===== src/inc/lms_defines.vh =====
`ifndef LMS_DEFINES_VH
`define LMS_DEFINES_VH

// ****************************************
// Register offsets (word index on ADDR)
// ****************************************
`define LMS_ADDR_CTRL 8'h00
`define LMS_ADDR_MASK 8'h01
`define LMS_ADDR_LIMIT 8'h02
`define LMS_ADDR_LIFT_LVL 8'h03
`define LMS_ADDR_HOLD_LVL 8'h04
`define LMS_ADDR_DRIB_LVL 8'h05
`define LMS_ADDR_CLEAN_LVL 8'h06
`define LMS_ADDR_LIFT_TIME 8'h07
`define LMS_ADDR_DRIB_RATE 8'h08
`define LMS_ADDR_CLEAN_TIME 8'h09
`define LMS_ADDR_STATUS 8'h0a
`define LMS_ADDR_FAULTS 8'h0b
`define LMS_ADDR_REF 8'h0c

// ****************************************
// Field positions and reset values
// ****************************************
`define LMS_CTRL_MODE 0
`define LMS_CTRL_FRESET 1
`define LMS_MASK_RST 16'h0084
`define LMS_LIMIT_RST 4'h3
`define LMS_LIFT_LVL_RST 16'h03e8
`define LMS_HOLD_LVL_RST 16'h02ee
`define LMS_DRIB_LVL_RST 16'hff9c
`define LMS_CLEAN_LVL_RST 16'h0096
`define LMS_LIFT_TIME_RST 16'h0096
`define LMS_DRIB_RATE_RST 16'h0014
`define LMS_CLEAN_TIME_RST 16'h0008
`define LMS_AGREE 17'h0000a
`define LMS_FAULT_USED 16'h03ff

// ****************************************
// Timing
// ****************************************
`define LMS_CLK_PERIOD_NS 4
`define LMS_MS_NS 1000000
`define LMS_MS_CYCLES (`LMS_MS_NS / `LMS_CLK_PERIOD_NS)
`define LMS_MS_PER_UNIT 7'h64
`define LMS_RAMP_STEP 16'h03e8

`endif


===== src/lms_fault.v =====
`timescale 1ns/10ps
`include "lms_defines.vh"
// ****************************************
// Fault latches with masked auto reset
// ****************************************
module lms_fault (
    input wire clk,
    input wire rst,
    input wire [15:0] cond,
    input wire [15:0] mask,
    input wire [3:0] limit,
    input wire ext_reset,
    output reg [15:0] latched,
    output reg [3:0] used
);
    wire [15:0] auto_clr;
    wire can_auto;
    wire [15:0] fault_used;

    // Auto resets stop once the attempt budget is spent
    assign can_auto = (used < limit);
    // Bits that carry a real fault; the rest never latch
    assign fault_used = `LMS_FAULT_USED;

    genvar i;
    generate
        for (i = 0; i < 16; i = i + 1) begin : g_bit
            // Clear only when masked and condition gone
            assign auto_clr[i] = latched[i] & mask[i] & ~cond[i] & can_auto; // [RULE1]
            // Present condition always wins over any clear
            always @(posedge clk or posedge rst) begin
                if (rst) begin
                    latched[i] <= 1'b0;
                end else if (cond[i] & fault_used[i]) begin
                    latched[i] <= 1'b1;
                end else if (auto_clr[i] | ext_reset) begin
                    latched[i] <= 1'b0;
                end
            end
        end
    endgenerate

    // One attempt spent per cycle with any auto clear
    always @(posedge clk or posedge rst) begin
        if (rst) begin
            used <= 4'h0;
        end else if (ext_reset) begin
            used <= 4'h0;
        end else if (|auto_clr) begin
            used <= used + 4'h1; // [RULE13]
        end
    end
endmodule // lms_fault


===== src/lms_timer.v =====
`timescale 1ns/10ps
`include "lms_defines.vh"
// ****************************************
// Phase timer counting 0.1 s units
// ****************************************
module lms_timer #(
    parameter W = 16
) (
    input wire clk,
    input wire rst,
    input wire start,
    input wire [W-1:0] units,
    input wire ms_tick,
    output reg done
);
    reg [W+6:0] count;
    reg [W+6:0] target;

    // Restart on start, flag done once target ms counted
    always @(posedge clk or posedge rst) begin
        if (rst) begin
            count <= {(W+7){1'b0}};
            target <= {(W+7){1'b0}};
            done <= 1'b0;
        end else if (start) begin
            count <= {(W+7){1'b0}};
            // Both operands at full width so the product cannot wrap
            target <= {7'h00, units} * {{W{1'b0}}, `LMS_MS_PER_UNIT};
            done <= 1'b0;
        end else if (count >= target) begin
            done <= 1'b1;
        end else if (ms_tick) begin
            count <= count + 1'b1;
        end
    end
endmodule // lms_timer


===== src/lms_top.v =====
`timescale 1ns/10ps
`include "lms_defines.vh"
// Summary of operation
// [RULE1] Latched fault auto-clears only if mask bit set and its condition gone.
// [RULE2] Mask bit 1 is bus undervoltage, bit 3 excess bus voltage.
// [RULE3] Mask bit 6 is magnet overheat, bit 7 ambient overheat.
// [RULE4] Mask is four hex digits; lowest digit holds bits 0 to 3.
// [RULE5] Lift phase drives lift level; hold after level reached and lift timer done.
// [RULE6] Hold phase drives the hold current level.
// [RULE7] Lift-Drop: lift removed ramps down at dribble rate to dribble level.
// [RULE8] Drop phase drives the clean current level.
// [RULE9] Lift mode: drop phase ends in zero phase when lift timer expires.
// [RULE10] Lift-Drop: drop ends on clean timer expiry or drop removed.
// [RULE11] Lift mode: removing lift command enters the drop phase.
// [RULE12] Lift-Drop mode: asserting drop command enters the drop phase.
// [RULE13] Auto resets limited to a set count, default 3; then external reset.
// [RULE14] Any active fault forces the current reference to zero.
// [RULE15] Other mask bits: 0,2,4,5,8,9 as listed; bits 10 to 15 ignored.
// [RULE16] Start in zero phase; lift command with no fault enters lift.
module lms_top #(
    parameter MS_CYCLES = `LMS_MS_CYCLES
) (
    input wire REF_CLK,
    input wire RST,
    input wire [7:0] ADDR,
    input wire [15:0] WDATA,
    input wire WR,
    input wire RD,
    output reg [15:0] RDATA,
    input wire LIFT_CMD,
    input wire DROP_CMD,
    input wire FAULT_RESET,
    input wire [15:0] FAULT_COND,
    input wire [15:0] CURRENT_FB,
    output reg [15:0] CURRENT_REF,
    output reg [2:0] PHASE,
    output reg FAULT_ACTIVE
);
    // ****************************************
    // Phase encodings
    // ****************************************
    localparam ST_ZERO = 3'h0;
    localparam ST_LIFT = 3'h1;
    localparam ST_HOLD = 3'h2;
    localparam ST_DRIB = 3'h3;
    localparam ST_DROP = 3'h4;

    // ****************************************
    // Configuration registers
    // ****************************************
    reg mode;
    reg [15:0] fault_autoreset_mask;
    reg [3:0] autoreset_attempt_limit;
    reg signed [15:0] lift_current_level;
    reg signed [15:0] hold_current_level;
    reg signed [15:0] dribble_current_level;
    reg signed [15:0] clean_current_level;
    reg [15:0] lift_timer;
    reg [15:0] dribble_rate;
    reg [15:0] clean_timer;
    reg sw_reset;

    // ****************************************
    // Internal state
    // ****************************************
    reg [2:0] state;
    reg [2:0] next_state;
    reg [31:0] ms_count;
    reg ms_tick;
    reg signed [15:0] ramp;
    reg [15:0] ramp_acc;
    reg [15:0] timer_units;
    wire timer_start;
    wire timer_done;
    wire [15:0] latched;
    wire [3:0] used;
    wire any_fault;
    wire fault_reset;
    wire [16:0] diff;
    wire [16:0] diff_mag;
    wire reached;
    wire wr_hit;

    assign fault_reset = sw_reset | FAULT_RESET;
    assign any_fault = |latched;
    assign wr_hit = WR;

    // ****************************************
    // Register writes
    // ****************************************
    // Reset pulse self-clears so software need not undo it
    always @(posedge REF_CLK or posedge RST) begin
        if (RST) begin
            mode <= 1'b0;
            fault_autoreset_mask <= `LMS_MASK_RST;
            autoreset_attempt_limit <= `LMS_LIMIT_RST;
            lift_current_level <= `LMS_LIFT_LVL_RST;
            hold_current_level <= `LMS_HOLD_LVL_RST;
            dribble_current_level <= `LMS_DRIB_LVL_RST;
            clean_current_level <= `LMS_CLEAN_LVL_RST;
            lift_timer <= `LMS_LIFT_TIME_RST;
            dribble_rate <= `LMS_DRIB_RATE_RST;
            clean_timer <= `LMS_CLEAN_TIME_RST;
            sw_reset <= 1'b0;
        end else begin
            sw_reset <= 1'b0;
            if (wr_hit) begin
                case (ADDR)
                    `LMS_ADDR_CTRL: begin
                        mode <= WDATA[`LMS_CTRL_MODE];
                        sw_reset <= WDATA[`LMS_CTRL_FRESET];
                    end
                    `LMS_ADDR_MASK: begin
                        // Stored as entered, digit 1 in bits 3:0
                        fault_autoreset_mask <= WDATA; // [RULE4]
                    end
                    `LMS_ADDR_LIMIT: begin
                        autoreset_attempt_limit <= WDATA[3:0]; // [RULE13]
                    end
                    `LMS_ADDR_LIFT_LVL: begin
                        lift_current_level <= WDATA;
                    end
                    `LMS_ADDR_HOLD_LVL: begin
                        hold_current_level <= WDATA;
                    end
                    `LMS_ADDR_DRIB_LVL: begin
                        dribble_current_level <= WDATA;
                    end
                    `LMS_ADDR_CLEAN_LVL: begin
                        clean_current_level <= WDATA;
                    end
                    `LMS_ADDR_LIFT_TIME: begin
                        lift_timer <= WDATA;
                    end
                    `LMS_ADDR_DRIB_RATE: begin
                        dribble_rate <= WDATA;
                    end
                    `LMS_ADDR_CLEAN_TIME: begin
                        clean_timer <= WDATA;
                    end
                    default: begin
                        sw_reset <= 1'b0;
                    end
                endcase
            end
        end
    end

    // ****************************************
    // Register reads
    // ****************************************
    // Data stand one cycle after RD; unmapped reads give zero
    always @(posedge REF_CLK or posedge RST) begin
        if (RST) begin
            RDATA <= 16'h0000;
        end else if (RD) begin
            case (ADDR)
                `LMS_ADDR_CTRL: RDATA <= {15'h0000, mode};
                `LMS_ADDR_MASK: RDATA <= fault_autoreset_mask; // [RULE4]
                `LMS_ADDR_LIMIT: RDATA <= {12'h000, autoreset_attempt_limit};
                `LMS_ADDR_LIFT_LVL: RDATA <= lift_current_level;
                `LMS_ADDR_HOLD_LVL: RDATA <= hold_current_level;
                `LMS_ADDR_DRIB_LVL: RDATA <= dribble_current_level;
                `LMS_ADDR_CLEAN_LVL: RDATA <= clean_current_level;
                `LMS_ADDR_LIFT_TIME: RDATA <= lift_timer;
                `LMS_ADDR_DRIB_RATE: RDATA <= dribble_rate;
                `LMS_ADDR_CLEAN_TIME: RDATA <= clean_timer;
                `LMS_ADDR_STATUS: RDATA <= {4'h0, used, 4'h0, any_fault, state};
                `LMS_ADDR_FAULTS: RDATA <= latched;
                `LMS_ADDR_REF: RDATA <= CURRENT_REF;
                default: RDATA <= 16'h0000;
            endcase
        end else begin
            RDATA <= 16'h0000;
        end
    end

    // ****************************************
    // Millisecond tick
    // ****************************************
    // Shared base for phase timers and dribble ramp
    always @(posedge REF_CLK or posedge RST) begin
        if (RST) begin
            ms_count <= 32'h00000000;
            ms_tick <= 1'b0;
        end else if (ms_count >= MS_CYCLES - 1) begin
            ms_count <= 32'h00000000;
            ms_tick <= 1'b1;
        end else begin
            ms_count <= ms_count + 32'h00000001;
            ms_tick <= 1'b0;
        end
    end

    // ****************************************
    // Faults
    // ****************************************
    // Bit map: 0 supply low, 1 bus under, 2 heatsink, 3 bus over,
    // 4 external, 5 minor external, 6 magnet hot, 7 ambient hot,
    // 8 ground leak, 9 open circuit; 10 to 15 never latch
    lms_fault u_fault ( // [RULE2] [RULE3] [RULE15]
        .clk(REF_CLK),
        .rst(RST),
        .cond(FAULT_COND),
        .mask(fault_autoreset_mask),
        .limit(autoreset_attempt_limit),
        .ext_reset(fault_reset),
        .latched(latched),
        .used(used)
    );

    // ****************************************
    // Lift level agreement
    // ****************************************
    // Feedback within a small window of the lift level
    assign diff = {CURRENT_FB[15], CURRENT_FB} - {lift_current_level[15], lift_current_level};
    assign diff_mag = diff[16] ? (17'h00000 - diff) : diff;
    assign reached = (diff_mag <= `LMS_AGREE);

    // ****************************************
    // Phase timer
    // ****************************************
    // Reloaded on every phase change; only lift and drop read it
    assign timer_start = (next_state != state);

    // Drop in Lift mode reuses the lift time
    always @* begin
        timer_units = lift_timer;
        if (next_state == ST_DROP && mode) begin
            timer_units = clean_timer;
        end
    end

    lms_timer #(
        .W(16)
    ) u_timer (
        .clk(REF_CLK),
        .rst(RST),
        .start(timer_start),
        .units(timer_units),
        .ms_tick(ms_tick),
        .done(timer_done)
    );

    // ****************************************
    // Phase sequencing
    // ****************************************
    // Mode 0 is Lift, mode 1 is Lift-Drop
    always @* begin
        next_state = state;
        if (any_fault) begin
            next_state = ST_ZERO; // [RULE14]
        end else begin
            case (state)
                ST_ZERO: begin
                    if (LIFT_CMD) begin
                        next_state = ST_LIFT; // [RULE16]
                    end
                end
                ST_LIFT: begin
                    if (!LIFT_CMD) begin
                        next_state = mode ? ST_DRIB : ST_DROP; // [RULE11] [RULE7]
                    end else if (reached && timer_done) begin
                        next_state = ST_HOLD; // [RULE5]
                    end
                end
                ST_HOLD: begin
                    if (!LIFT_CMD) begin
                        next_state = mode ? ST_DRIB : ST_DROP; // [RULE11] [RULE7]
                    end
                end
                ST_DRIB: begin
                    // Drop wins over a renewed lift
                    if (DROP_CMD) begin
                        next_state = ST_DROP; // [RULE12]
                    end else if (LIFT_CMD) begin
                        next_state = ST_LIFT;
                    end
                end
                ST_DROP: begin
                    if (mode) begin
                        if (timer_done || !DROP_CMD) begin
                            next_state = ST_ZERO; // [RULE10]
                        end
                    end else if (timer_done) begin
                        next_state = ST_ZERO; // [RULE9]
                    end
                end
                default: begin
                    next_state = ST_ZERO;
                end
            endcase
        end
    end

    // Phase register
    always @(posedge REF_CLK or posedge RST) begin
        if (RST) begin
            state <= ST_ZERO; // [RULE16]
        end else begin
            state <= next_state;
        end
    end

    // ****************************************
    // Dribble ramp
    // ****************************************
    // Rate in 0.1%/s added per ms; one 0.1% step per 1000
    always @(posedge REF_CLK or posedge RST) begin
        if (RST) begin
            ramp <= 16'h0000;
            ramp_acc <= 16'h0000;
        end else if (state != ST_DRIB) begin
            ramp <= hold_current_level;
            ramp_acc <= 16'h0000;
        end else if (ms_tick) begin
            if (ramp_acc + dribble_rate >= `LMS_RAMP_STEP) begin
                ramp_acc <= ramp_acc + dribble_rate - `LMS_RAMP_STEP;
                // Stops at the dribble level, never below it
                if (ramp > dribble_current_level) begin
                    ramp <= ramp - 16'sh0001; // [RULE7]
                end
            end else begin
                ramp_acc <= ramp_acc + dribble_rate;
            end
        end
    end

    // ****************************************
    // Outputs
    // ****************************************
    // Reference per phase; fault overrides all
    always @(posedge REF_CLK or posedge RST) begin
        if (RST) begin
            CURRENT_REF <= 16'h0000;
            PHASE <= ST_ZERO;
            FAULT_ACTIVE <= 1'b0;
        end else begin
            PHASE <= state;
            FAULT_ACTIVE <= any_fault;
            if (any_fault) begin
                CURRENT_REF <= 16'h0000; // [RULE14]
            end else begin
                case (state)
                    ST_LIFT: CURRENT_REF <= lift_current_level; // [RULE5]
                    ST_HOLD: CURRENT_REF <= hold_current_level; // [RULE6]
                    ST_DRIB: CURRENT_REF <= ramp; // [RULE7]
                    ST_DROP: CURRENT_REF <= clean_current_level; // [RULE8]
                    default: CURRENT_REF <= 16'h0000;
                endcase
            end
        end
    end
endmodule // lms_top

===== config.mk =====
export PLATFORM = sky130hd
export DESIGN_NAME = lms_top
export DESIGN_NICKNAME = d
export VERILOG_FILES = /design/src/lms_fault.v /design/src/lms_timer.v /design/src/lms_top.v
export VERILOG_INCLUDE_DIRS = /design/src /design/src/inc
export SDC_FILE = /design/constraint.sdc
export NUM_CORES = 1
export LEC_CHECK = 0
export ABC_CLOCK_PERIOD_IN_PS = 11000
export BUFFER_PORTS_ARGS = -buffer_cell sky130_fd_sc_hd__buf_2
export CORE_UTILIZATION = 54
export DETAILED_ROUTE_END_ITERATION = 12
export PLACE_DENSITY = 0.72
export REMOVE_ABC_BUFFERS = 1
export SLEW_MARGIN = 15
export SYNTH_ARGS = -nofsm -noshare
export SYNTH_HDL_FRONTEND = slang
export SYNTH_SLANG_ARGS = --single-unit

===== constraint.sdc =====
create_clock -name REF_CLK -period 11 [get_ports REF_CLK]
set_input_delay 1.65 -clock REF_CLK [delete_from_list [all_inputs] [get_ports REF_CLK]]
set_output_delay 1.65 -clock REF_CLK [all_outputs]
set_load 0.05 [all_outputs]

# Word-level counts from Yosys, hierarchy flattened
# Cells that the tools add are included.
# op_classes
n_reduce_logical,36
n_bitwise,51
order_cmp,6
n_shift,0
n_addsub,8
muxes,55
n_div,0
eq_ne,20
multipliers,1
# op_table
cell,n
16-bit one-hot mux with 13 select lines,1
16-bit two-way mux,10
23-bit two-way mux,3
16-bit one-hot mux with 4 select lines,1
"8-bit by 4-bit equality test with 1-bit output, second input constant",5
"32-bit by 1-bit adder with 32-bit output, second input constant",1
"8-bit by 3-bit equality test with 1-bit output, second input constant",4
"32-bit by 18-bit greater-or-equal comparator with 1-bit output, second input constant",1
32-bit two-way mux,1
2-bit nonzero test,16
1-bit bitwise AND,30
3-bit two-way mux,10
1-bit two-way mux,25
"23-bit by 1-bit adder with 23-bit output, second input constant",1
23-bit greater-or-equal comparator,1
2-bit AND reduction,11
"16-bit by 5-bit multiplier with 21-bit output, second input constant",1
10-bit OR reduction,2
"17-bit by 4-bit <= comparator with 1-bit output, second input constant",1
17-bit two-way mux,1
"1-bit by 17-bit subtractor with 17-bit output, first input constant",1
16-bit by 16-bit subtractor with 17-bit output,1
16-bit adder,1
"8-bit by 2-bit equality test with 1-bit output, second input constant",2
23 further kinds,46
# word_totals
mem_bits_ro,0
latch_bits,0
output_inout_bits,36
n_memories,0
elab_cells,211
mem_bits_rw,0
inputBits,63
reg_bits,297

# Logic depth before layout (Yosys ltp)
# Gate-level depths: netlist (run 1).
# depth
ltp_word,13
mapped_depth,27
mapped_depth_nobuf,25

# Hierarchy
# From an unflattened synthesis (run 1), not the netlist that was laid out.
# unflattened
hier_cells,1861
hier_area_um2,18774.3
# modules_own_cells
module,seq_area_each_um2,area_per_inst_um2,instances,cells_per_inst
lms_top,6005.8,13743.2,1,1306
lms_timer,1126.1,4122.7,1,454
lms_fault,350.3,908.4,1,101

# Worst setup path before layout (run 1)
# Ideal clock, no wire load.
# synth_path
path_type,input -> register
start,input port LIFT_CMD
end,register u_timer.target[22]
stages,25
setup_ps,126
arrival_ps,6330
path_buffers,1
path_slack_ps,4544
required_time_ps,10874
cell_sequence,or2_2 -> o21ai_0 -> a2bb2oi_1 -> nor2_1 -> nor2_1 -> nor2_1 -> nand2_1 -> clkbuf_1 -> mux2_2 -> ha_1 -> ha_1 -> ha_1 -> xor2_1 -> ha_1 -> nor2b_1 -> o31a_1 -> nor4_1 -> or4_1 -> a31oi_1 -> a21o_1 -> a21o_1 -> a21o_1 -> a21oi_1 -> xor2_1 -> mux2i_1
# synth_between
elab_chain_cells,8
word_cells_on_any_way,11
cone_classes,mul: 1; eq/ne: 2; mux: 7; reduce/logical: 1
# synth_rtl
item,line,text
"start, declared",lms_top.v:30,"input wire LIFT_CMD,"
3-bit two-way mux,"lms_top.v:256, lms_top.v:276",
3-bit two-way mux,lms_top.v:274,if (DROP_CMD) begin
3-bit one-hot mux with 5 select lines *,lms_top.v:254,case (state)
3-bit two-way mux *,lms_top.v:251,if (any_fault) begin
via next_state[2],lms_top.v:67,reg [2:0] next_state;
3-bit equality test,lms_top.v:229,if (next_state == ST_DROP && mode) begin
1-bit logical AND,lms_top.v:229,
16-bit two-way mux,lms_top.v:229,
16-bit by 5-bit multiplier with 21-bit output,lms_timer.v:28,"target <= {7'h00, units} * {{W{1'b0}}, `LMS_MS_PER_UNIT};"
"end signal, assigned",lms_timer.v:23,target <= {(W+7){1'b0}};
"end signal, assigned",lms_timer.v:28,
"end, declared",lms_timer.v:17,reg [W+6:0] target;
# The timed path passes the listed nets; every way through them passes the cells marked *.
# A chain may end at the register's enable or synchronous reset.

# Final worst setup path (run 1)
# layout_path
start,register state[0]
end,register u_timer.target[21]
# layout_between
word_cells_on_any_way,20
cone_classes,mul: 1; eq/ne: 6; mux: 11; reduce/logical: 2
# layout_rtl
item,line,text
"start, declared",lms_top.v:66,reg [2:0] state;
"start signal, assigned",lms_top.v:301,state <= next_state;
"3-bit equality test, or another cell as far along",lms_top.v:254,
3-bit one-hot mux with 5 select lines *,lms_top.v:254,
3-bit two-way mux *,lms_top.v:251,
via next_state[2],lms_top.v:67,
3-bit equality test,lms_top.v:229,
1-bit logical AND,lms_top.v:229,
16-bit two-way mux,lms_top.v:229,
16-bit by 5-bit multiplier with 21-bit output,lms_timer.v:28,
# Marked as above.

==> reports/metrics.cfg, run 1 <==
[outcome]
status=completed

[sta]
fin_tns_setup_ns=0
tightest_slew_ns=1.06
fin_crit_ns=6.67
max_freq_mhz=150
worst_slack_ns=4.33
finalHoldViolCount=0
clock_skew_ns=0.0186
setup_violations=0
period_share_pct=60.6
relSlewSlack_pct=29.4
rsz0062_at_grt=false
final_max_slew_viol_count=0

[worst_hold_path]
hold_path_class=flip-flop to flip-flop
hold_path_depth=1

[cts]
path_clk_slew_ns=0.06
insertion_delay_ns=0.57
cts_sinks=297
cts_max_level=1
cts_tree=done
cts_root_buf=clkbuf_16
cts_setup_buffers=0
cts_max_path_buffers=3
numCtsBuffers=31
ctsHoldBuffers=0
post_cts_resized=0

[critical_path]
cp-end-kind=flip-flop
critPathKind=flip-flop to flip-flop
cp_slowest_stage_delay_ns=0.74
critPathRequiredTime_ns=11.40
cp_data_arrival_time_ns=7.06
cp_max_fo=25
cp_top_family=simple AND/OR/NAND/NOR gates
path_depth=25
worstRegToRegCells=25
worstSetupStartpointType=flip-flop
critPathSlowestCell=and2_1
crit_buf_inv=3

[synthesis]
syn_area_per_cell_um2=10.2
ys_top_cells_by_area=dfrtp_1, mux2_2, ha_1, dfstp_2, nor2_1
synth_edf_count=0
async_reset_ff_share_pct=100
synth.distinct_cells=81
synth_top_area_share_pct=34.9
yosysTopAreaCell=dfrtp_1
syn_area_mm2=0.0184
dominantRegCellSynth=dfrtp_1
synth_cells=1808
ys_ff_latch=297
yosysSeqAreaShare_pct=40.6
yosys_warnings=0

[global_route]
antenna_found_initial=3
grt_max_degree=182
grt_pass1_vias=14800
grt_pass1_wl_um=81200
overflow=0
grt_util_all_layers_pct=29.5

[finish]
top_regs=ms_count (32), u_timer.count (23), u_timer.target (21)
largest_reg_flops=32
register_area_mm2=0.00748
fillerInstances=2793
layout_commonest_cell=dfrtp_1
area_growth_pct=11.2
nNetsFinal=2101
drive_gt1_share_pct=20.8
final_cell_mix=dfrtp_1, mux2_2, nor2_1, ha_1, inv_1
multi_input_area_mm2=0.0103
top_register=ms_count

[die]
die_w_um=187
ios=99
coreArea_mm2=0.0335
std_cell_rows=67
die_h_um=187
start_util_pct=54.9
dieArea_mm2=0.0348

[place]
placement.io_buffers=92
post-place-ws_ns=3.97
place_congestion=0.935
dpl.hpwl_um=36900

[routing]
drt.antenna.violating_nets=0
wl_met1_um=21300
vias=14800
viasPerCell=6.24
routed_wl_um=51000
wl_per_cell_um=21.5
drc=0
first_pass_iters=6
met3_length_um=4070
initialDrtViolationCount=1106
highest_layer=met5
wl_met2_um=23000

[power_and_ir_drop]
power_leakage_nw=9.61
cellPowerDensity_mw_per_mm2=135
ir_drop_mv=0.135

[run]
cap_violations=0

## worst reg2reg max path: stages, from the launching register on
cell and delay, ns:
dfrtp_1 0.63, nor2_1 0.28, and2_1 0.74, nor3b_1 0.34, nor2_1 0.09, nor2_1 0.17
nand2_1 0.09, buf_4 0.26, mux2_2 0.38, ha_1 0.32, ha_1 0.27, inv_1 0.05
fa_1 0.49, inv_1 0.04, ha_1 0.33, or2_2 0.28, a21oi_1 0.21, o31ai_1 0.13
nor4_1 0.32, nor4b_1 0.11, o21a_1 0.20, o21ai_0 0.24, nand2b_1 0.09, a21oi_1 0.17
xor2_1 0.16, mux2i_1 0.09
## where the power goes
| group | switching, mW | leakage, nW | internal, mW |
|---|---|---|---|
| registers | 0.0562 | 3.89 | 1.15 |
| logic | 0.250 | 5.19 | 0.169 |
| clock network | 0.444 | 0.532 | 0.692 |
| total | 0.750 | 9.61 | 2.01 |
## cell type report
| class | instances | share of cell area [%] |
|---|---|---|
| multi-input cells | 1334 | 50.1 |
| flip-flops and latches | 297 | 36.6 |
| clock buffers | 44 | 4.27 |
| repair buffers | 108 | 2.90 |
| well taps | 448 | 2.74 |
| inverters | 125 | 2.33 |
| clock inverters | 13 | 1.09 |
| diodes | 2 | 0.0245 |
## synth_stat cells (28+ instances only)
cell type / number
xnor2_1: 52
clkbuf_1: 52
a21o_1: 32
a22oi_1: 45
mux2i_1: 37
o21ai_0: 38
xor2_1: 47
a21oi_1: 85
nand2_1: 115
nor2_1: 140
dfstp_2: 40
nand3_1: 44
mux2_2: 161
nor3_1: 28
dfrtp_1: 257
inv_1: 125
ha_1: 129
## stage by stage
step           std cells  utilization, %  hold slack [ns]  total power [mW]  area [um^2]
4_1_cts             2369            61.0            0.456              2.77        20500
6_report            2371            61.0            0.451              2.76        20500
3_5_place_dp        2312            57.7            0.446              1.63        19400
5_1_grt             2371            61.0            0.478              2.87        20500
3_3_place_gp        2312            57.7            0.440              1.62        19400
2_1_floorplan       1756               -            0.425              1.50        18200
## metal layers
layer  vias up  global-route usage, %
li1       6772                      -
met1      7262                   38.7
met2       606                   47.0
met3       150                   5.83
met4         2                   14.0
met5         -                      0
## worst paths after layout
kind / start / slack, ns / endpoint
min in group asynchronous: RST / 1.27 / u_timer.count[11]
worst min register to register: ms_count[0] / 0.45 / ms_count[0]
worst max-delay path: state[0] / 4.33 / u_timer.target[21]
max in group asynchronous: RST / 8.24 / dribble_rate[12]
worst max register to register: state[0] / 4.33 / u_timer.target[21]
worst min-delay path: ms_count[0] / 0.45 / ms_count[0]
## logic make-up after synthesis
family | count (synthesis) | share of synthesized area [%]
adders and majority gates | 141 | 10.1
buffers and inverters | 190 | 4.10
other | 1 | 0.0204
xor gates and xnor gates | 99 | 4.71
muxes | 199 | 12.0
and+or+nand+nor | 479 | 12.9
DFF | 297 | 40.6
AOI/OAI and AO/OA | 402 | 15.6
No activity file was read; power rests on OpenSTA's default activity.
==> inputs of run 2 (changes only) <==
--- a/config.mk
+++ b/config.mk
@@ -6,7 +6,8 @@
 export SDC_FILE = /design/constraint.sdc
 export NUM_CORES = 1
 export LEC_CHECK = 0
-export ABC_CLOCK_PERIOD_IN_PS = 11000
+export ABC_AREA = 1
+export ABC_CLOCK_PERIOD_IN_PS = 6500
 export BUFFER_PORTS_ARGS = -buffer_cell sky130_fd_sc_hd__buf_2
 export CORE_UTILIZATION = 54
 export DETAILED_ROUTE_END_ITERATION = 12
==> constraint.sdc (replaced) <==
create_clock -name REF_CLK -period 6.5 [get_ports REF_CLK]
set_input_delay 0.975 -clock REF_CLK [delete_from_list [all_inputs] [get_ports REF_CLK]]
set_output_delay 0.975 -clock REF_CLK [all_outputs]
set_load 0.05 [all_outputs]
==> run 2 against run 1 <==
  * Non-clock buffer count up 173
  * Worst setup slack worse by 4.2 ns
  * Register-to-register slack worse by 4.2 ns
  * Design area up 10%
  * Global-route usage up 1.3 points
  * Die area up 0.47%
  * Sequential power up 75%
  * Power up 83%
  * Largest cell class unchanged
==> reports/metrics.cfg, run 2 <==
[outcome]
status=completed

[routing]
vias=17700  ; +20%
met3_length_um=4400  ; +7.9%
drc=0  ; unchanged
routed_wl_um=54300  ; +6.4%
wl_per_cell_um=17.2  ; -20%
initialDrtViolationCount=1669  ; +51%
drt.antenna.violating_nets=0  ; unchanged
wl_met2_um=24000  ; +4.6%
viasPerCell=5.62  ; -10%
first_pass_iters=6  ; unchanged
highest_layer=met5
wl_met1_um=23800  ; +12%

[synthesis]
syn_area_mm2=0.0185  ; +0.48%
async_reset_ff_share_pct=100  ; unchanged
synth_cells=2405  ; +33%
synth_commonest_cells=nand2_1, inv_1, dfrtp_1
synth_top_area_share_pct=34.8  ; -0.17 points
yosys_warnings=0  ; unchanged
synth.distinct_cells=60  ; -26%
dominantRegCellSynth=dfrtp_1
synth_edf_count=0  ; unchanged
yosysTopAreaCell=dfrtp_1
ys_ff_latch=297  ; unchanged
synth.most_common_cell=nand2_1
yosysSeqAreaShare_pct=40.4  ; -0.19 points
syn_area_per_cell_um2=7.69  ; -24%
ys_top_cells_by_area=dfrtp_1, nand2_1, ha_1, inv_1, dfstp_2

[die]
coreArea_mm2=0.0336  ; +0.25%
dieArea_mm2=0.0350  ; +0.47%
die_h_um=187  ; +0.24%
ios=99  ; unchanged
std_cell_rows=67  ; unchanged
die_w_um=187  ; +0.24%
start_util_pct=55.0  ; +0.12 points

[cts]
cts_sinks=297  ; unchanged
path_clk_slew_ns=0.06  ; about the same
insertion_delay_ns=0.53  ; -0.04 ns
cts_max_level=2  ; +1
cts_max_path_buffers=3  ; unchanged
numCtsBuffers=35  ; +13%
cts_tree=done
cts_root_buf=clkbuf_16

[critical_path]
worstRegToRegCells=47  ; +88%
critPathKind=primary input to flip-flop
r2r-end=u_timer.target[21]
rrSetupSlack_ns=0.18  ; -4.15 ns
cp_max_fo=7  ; -72%
cp_data_arrival_time_ns=6.85  ; -0.21 ns
path_depth=45  ; +80%
critPathRequiredTime_ns=6.96  ; -4.44 ns
worstSetupStartpointType=primary input
r2r_start=lift_current_level[7]
crit_buf_inv=6  ; +3
cp-end-kind=flip-flop
critPathSlowestCell=fa_2
cp_slowest_stage_delay_ns=0.53  ; -0.21 ns
cp_top_family=simple AND/OR/NAND/NOR gates

[power_and_ir_drop]
pwr-share-comb_pct=19.4  ; +4.2 points
cellPowerDensity_mw_per_mm2=224  ; +66%
power.net_switching_mw=1.50  ; +100%
finalPower_mw=5.06  ; +83%
intPower_mw=3.56  ; +77%
power_leakage_nw=11.2  ; +17%
ir_drop_mv=0.200  ; +48%
sw_frac_of_total_pct=29.7  ; +2.5 points
p_clk_share_pct=39.0  ; -2.2 points
pwr-share-seq_pct=41.5  ; -2.1 points

[place]
placement.io_buffers=92  ; unchanged
dpl.hpwl_um=40000  ; +8.5%
place_congestion=0.990  ; +6.0%
dp_cells=3068  ; +33%

[global_route]
grt_max_degree=125  ; -31%
overflow=0  ; unchanged
antenna_found_initial=1  ; -2
grt_pass1_wl_um=86400  ; +6.4%
grt_pass1_vias=16700  ; +12%
grt_util_all_layers_pct=30.8  ; +1.3 points

[sta]
whs_ns=0.464  ; +0.0129 ns
tightest_slew_ns=1.17  ; +0.109 ns
final_max_slew_viol_count=0  ; unchanged
max_freq_mhz=157
setup_violations=0  ; unchanged
clock_skew_ns=0.0209  ; +0.00230 ns
fin_crit_ns=6.38
rsz0062_at_grt=true
finalHoldViolCount=0  ; unchanged
relSlewSlack_pct=21.7  ; -7.7 points
fin_tns_setup_ns=0  ; unchanged
period_share_pct=98.2

[finish]
drive_gt1_share_pct=19.4  ; -1.4 points
post-route-util_pct=67.1  ; +6.1 points
register_area_mm2=0.00748  ; unchanged
multi_input_area_mm2=0.0100  ; -2.0%
fillerInstances=2850  ; +2.0%
final_cell_mix=nand2_1, inv_1, dfrtp_1, o21ai_0, buf_4
top_regs=ms_count (32), u_timer.count (23), u_timer.target (21)
area_growth_pct=21.9
top_register=ms_count
nNetsFinal=2880  ; +37%
largest_reg_flops=32  ; unchanged
final_cells=3150  ; +33%
layout_commonest_cell=nand2_1
diodes=0  ; -2

[worst_hold_path]
min_from=ms_count[0]
worstHoldEndpoint=ms_count[0]
hold_path_depth=1  ; unchanged
hold_path_class=flip-flop to flip-flop

[run]
cap_violations=0  ; unchanged

[run 2: changes by cell type in the layout (fill, tap and decap cells not counted), moves of 29 or more]
cell	change
buf_4	+165
a22oi_1	-44
xnor2_1	-37
nand2_1	+460
o21ai_0	+150
inv_1	+220
mux2_2	-161
mux2i_1	-37
nor2_1	+37
a21o_1	-29
nand3_1	+66
[run 2: metal layers]
layer	vias to the layer above	track usage, %
met5	-	0
met4	2	10.6
met3	134	5.59
met2	717	47.9
met1	8401	43.1
li1	8435	-
[run 2: logic make-up after synthesis]
| family | after synthesis | synth area share, % |
|---|---|---|
| flip-flops | 297 | 40.4 |
| AO/OA/AOI/OAI | 439 | 14.0 |
| AND/OR/NAND/NOR | 1042 | 23.8 |
| buffers and inverters | 428 | 9.01 |
| XOR/XNOR | 57 | 2.70 |
| adder cells (fa/ha/maj) | 141 | 10.0 |
| other | 1 | 0.0203 |
[run 2: how the worst max path moves through the flow]
stage | startpoint | endpoint | slack (ns)
after global placement | CURRENT_FB[0] | u_timer.target[21] | -0.72
after CTS | CURRENT_FB[0] | u_timer.target[22] | 0.006
after global routing | CURRENT_FB[0] | u_timer.target[21] | -0.32
final | CURRENT_FB[0] | u_timer.target[21] | 0.12
after floorplan | RST | CURRENT_REF[0] | -2.61
after detailed placement | CURRENT_FB[0] | u_timer.target[22] | -0.91
[run 2: power groups by stage]
| stage | Clock [mW] | Sequential [mW] | Combinational, mW |
|---|---|---|---|
| after floorplan | 0 | 2.09 | 0.615 |
| after global placement | 0 | 2.12 | 0.872 |
| after detailed placement | 0 | 2.13 | 0.906 |
| after CTS | 2.00 | 2.10 | 0.925 |
| after global routing | 2.07 | 2.12 | 1.11 |
| final | 1.97 | 2.10 | 0.983 |
[run 2: cell type report]
type                       instances  area share [%]
inverter                         366            6.17
timing repair buffer             281            8.55
clock buffer                      56            4.78
tap                              448            2.48
multi-input combinational       1694            44.5
timing repair inverter             1          0.0277
clock inverter                     7           0.294
sequential                       297            33.2
[run 2: what timing repair did]
item,CTS,global route
hold buffers,0,0
buffers inserted,4,13
cloned,1,1
setup endpoints to repair,6,10
pin swaps,5,54
gates resized for setup,28,125
endpoints found under the hold margin,0,0
[run 2: through the flow]
stage	setup slack, ns	instance area (um^2)
after detailed placement	-0.909	20600
after global placement	-0.723	20600
after floorplan	-2.61	18300
after CTS	0.00637	21900
after global routing	-0.325	22600
final	0.117	22600
[run 2: worst register-to-register path: cells and delay by family (launching register included)]
kind,cells,cell delay (ns)
and+or+nand+nor,27,2.43
adders and majority gates,5,1.54
AOI/OAI and AO/OA,6,0.84
buffers and inverters,8,0.75
DFF,1,0.53
xor gates and xnor gates,1,0.14
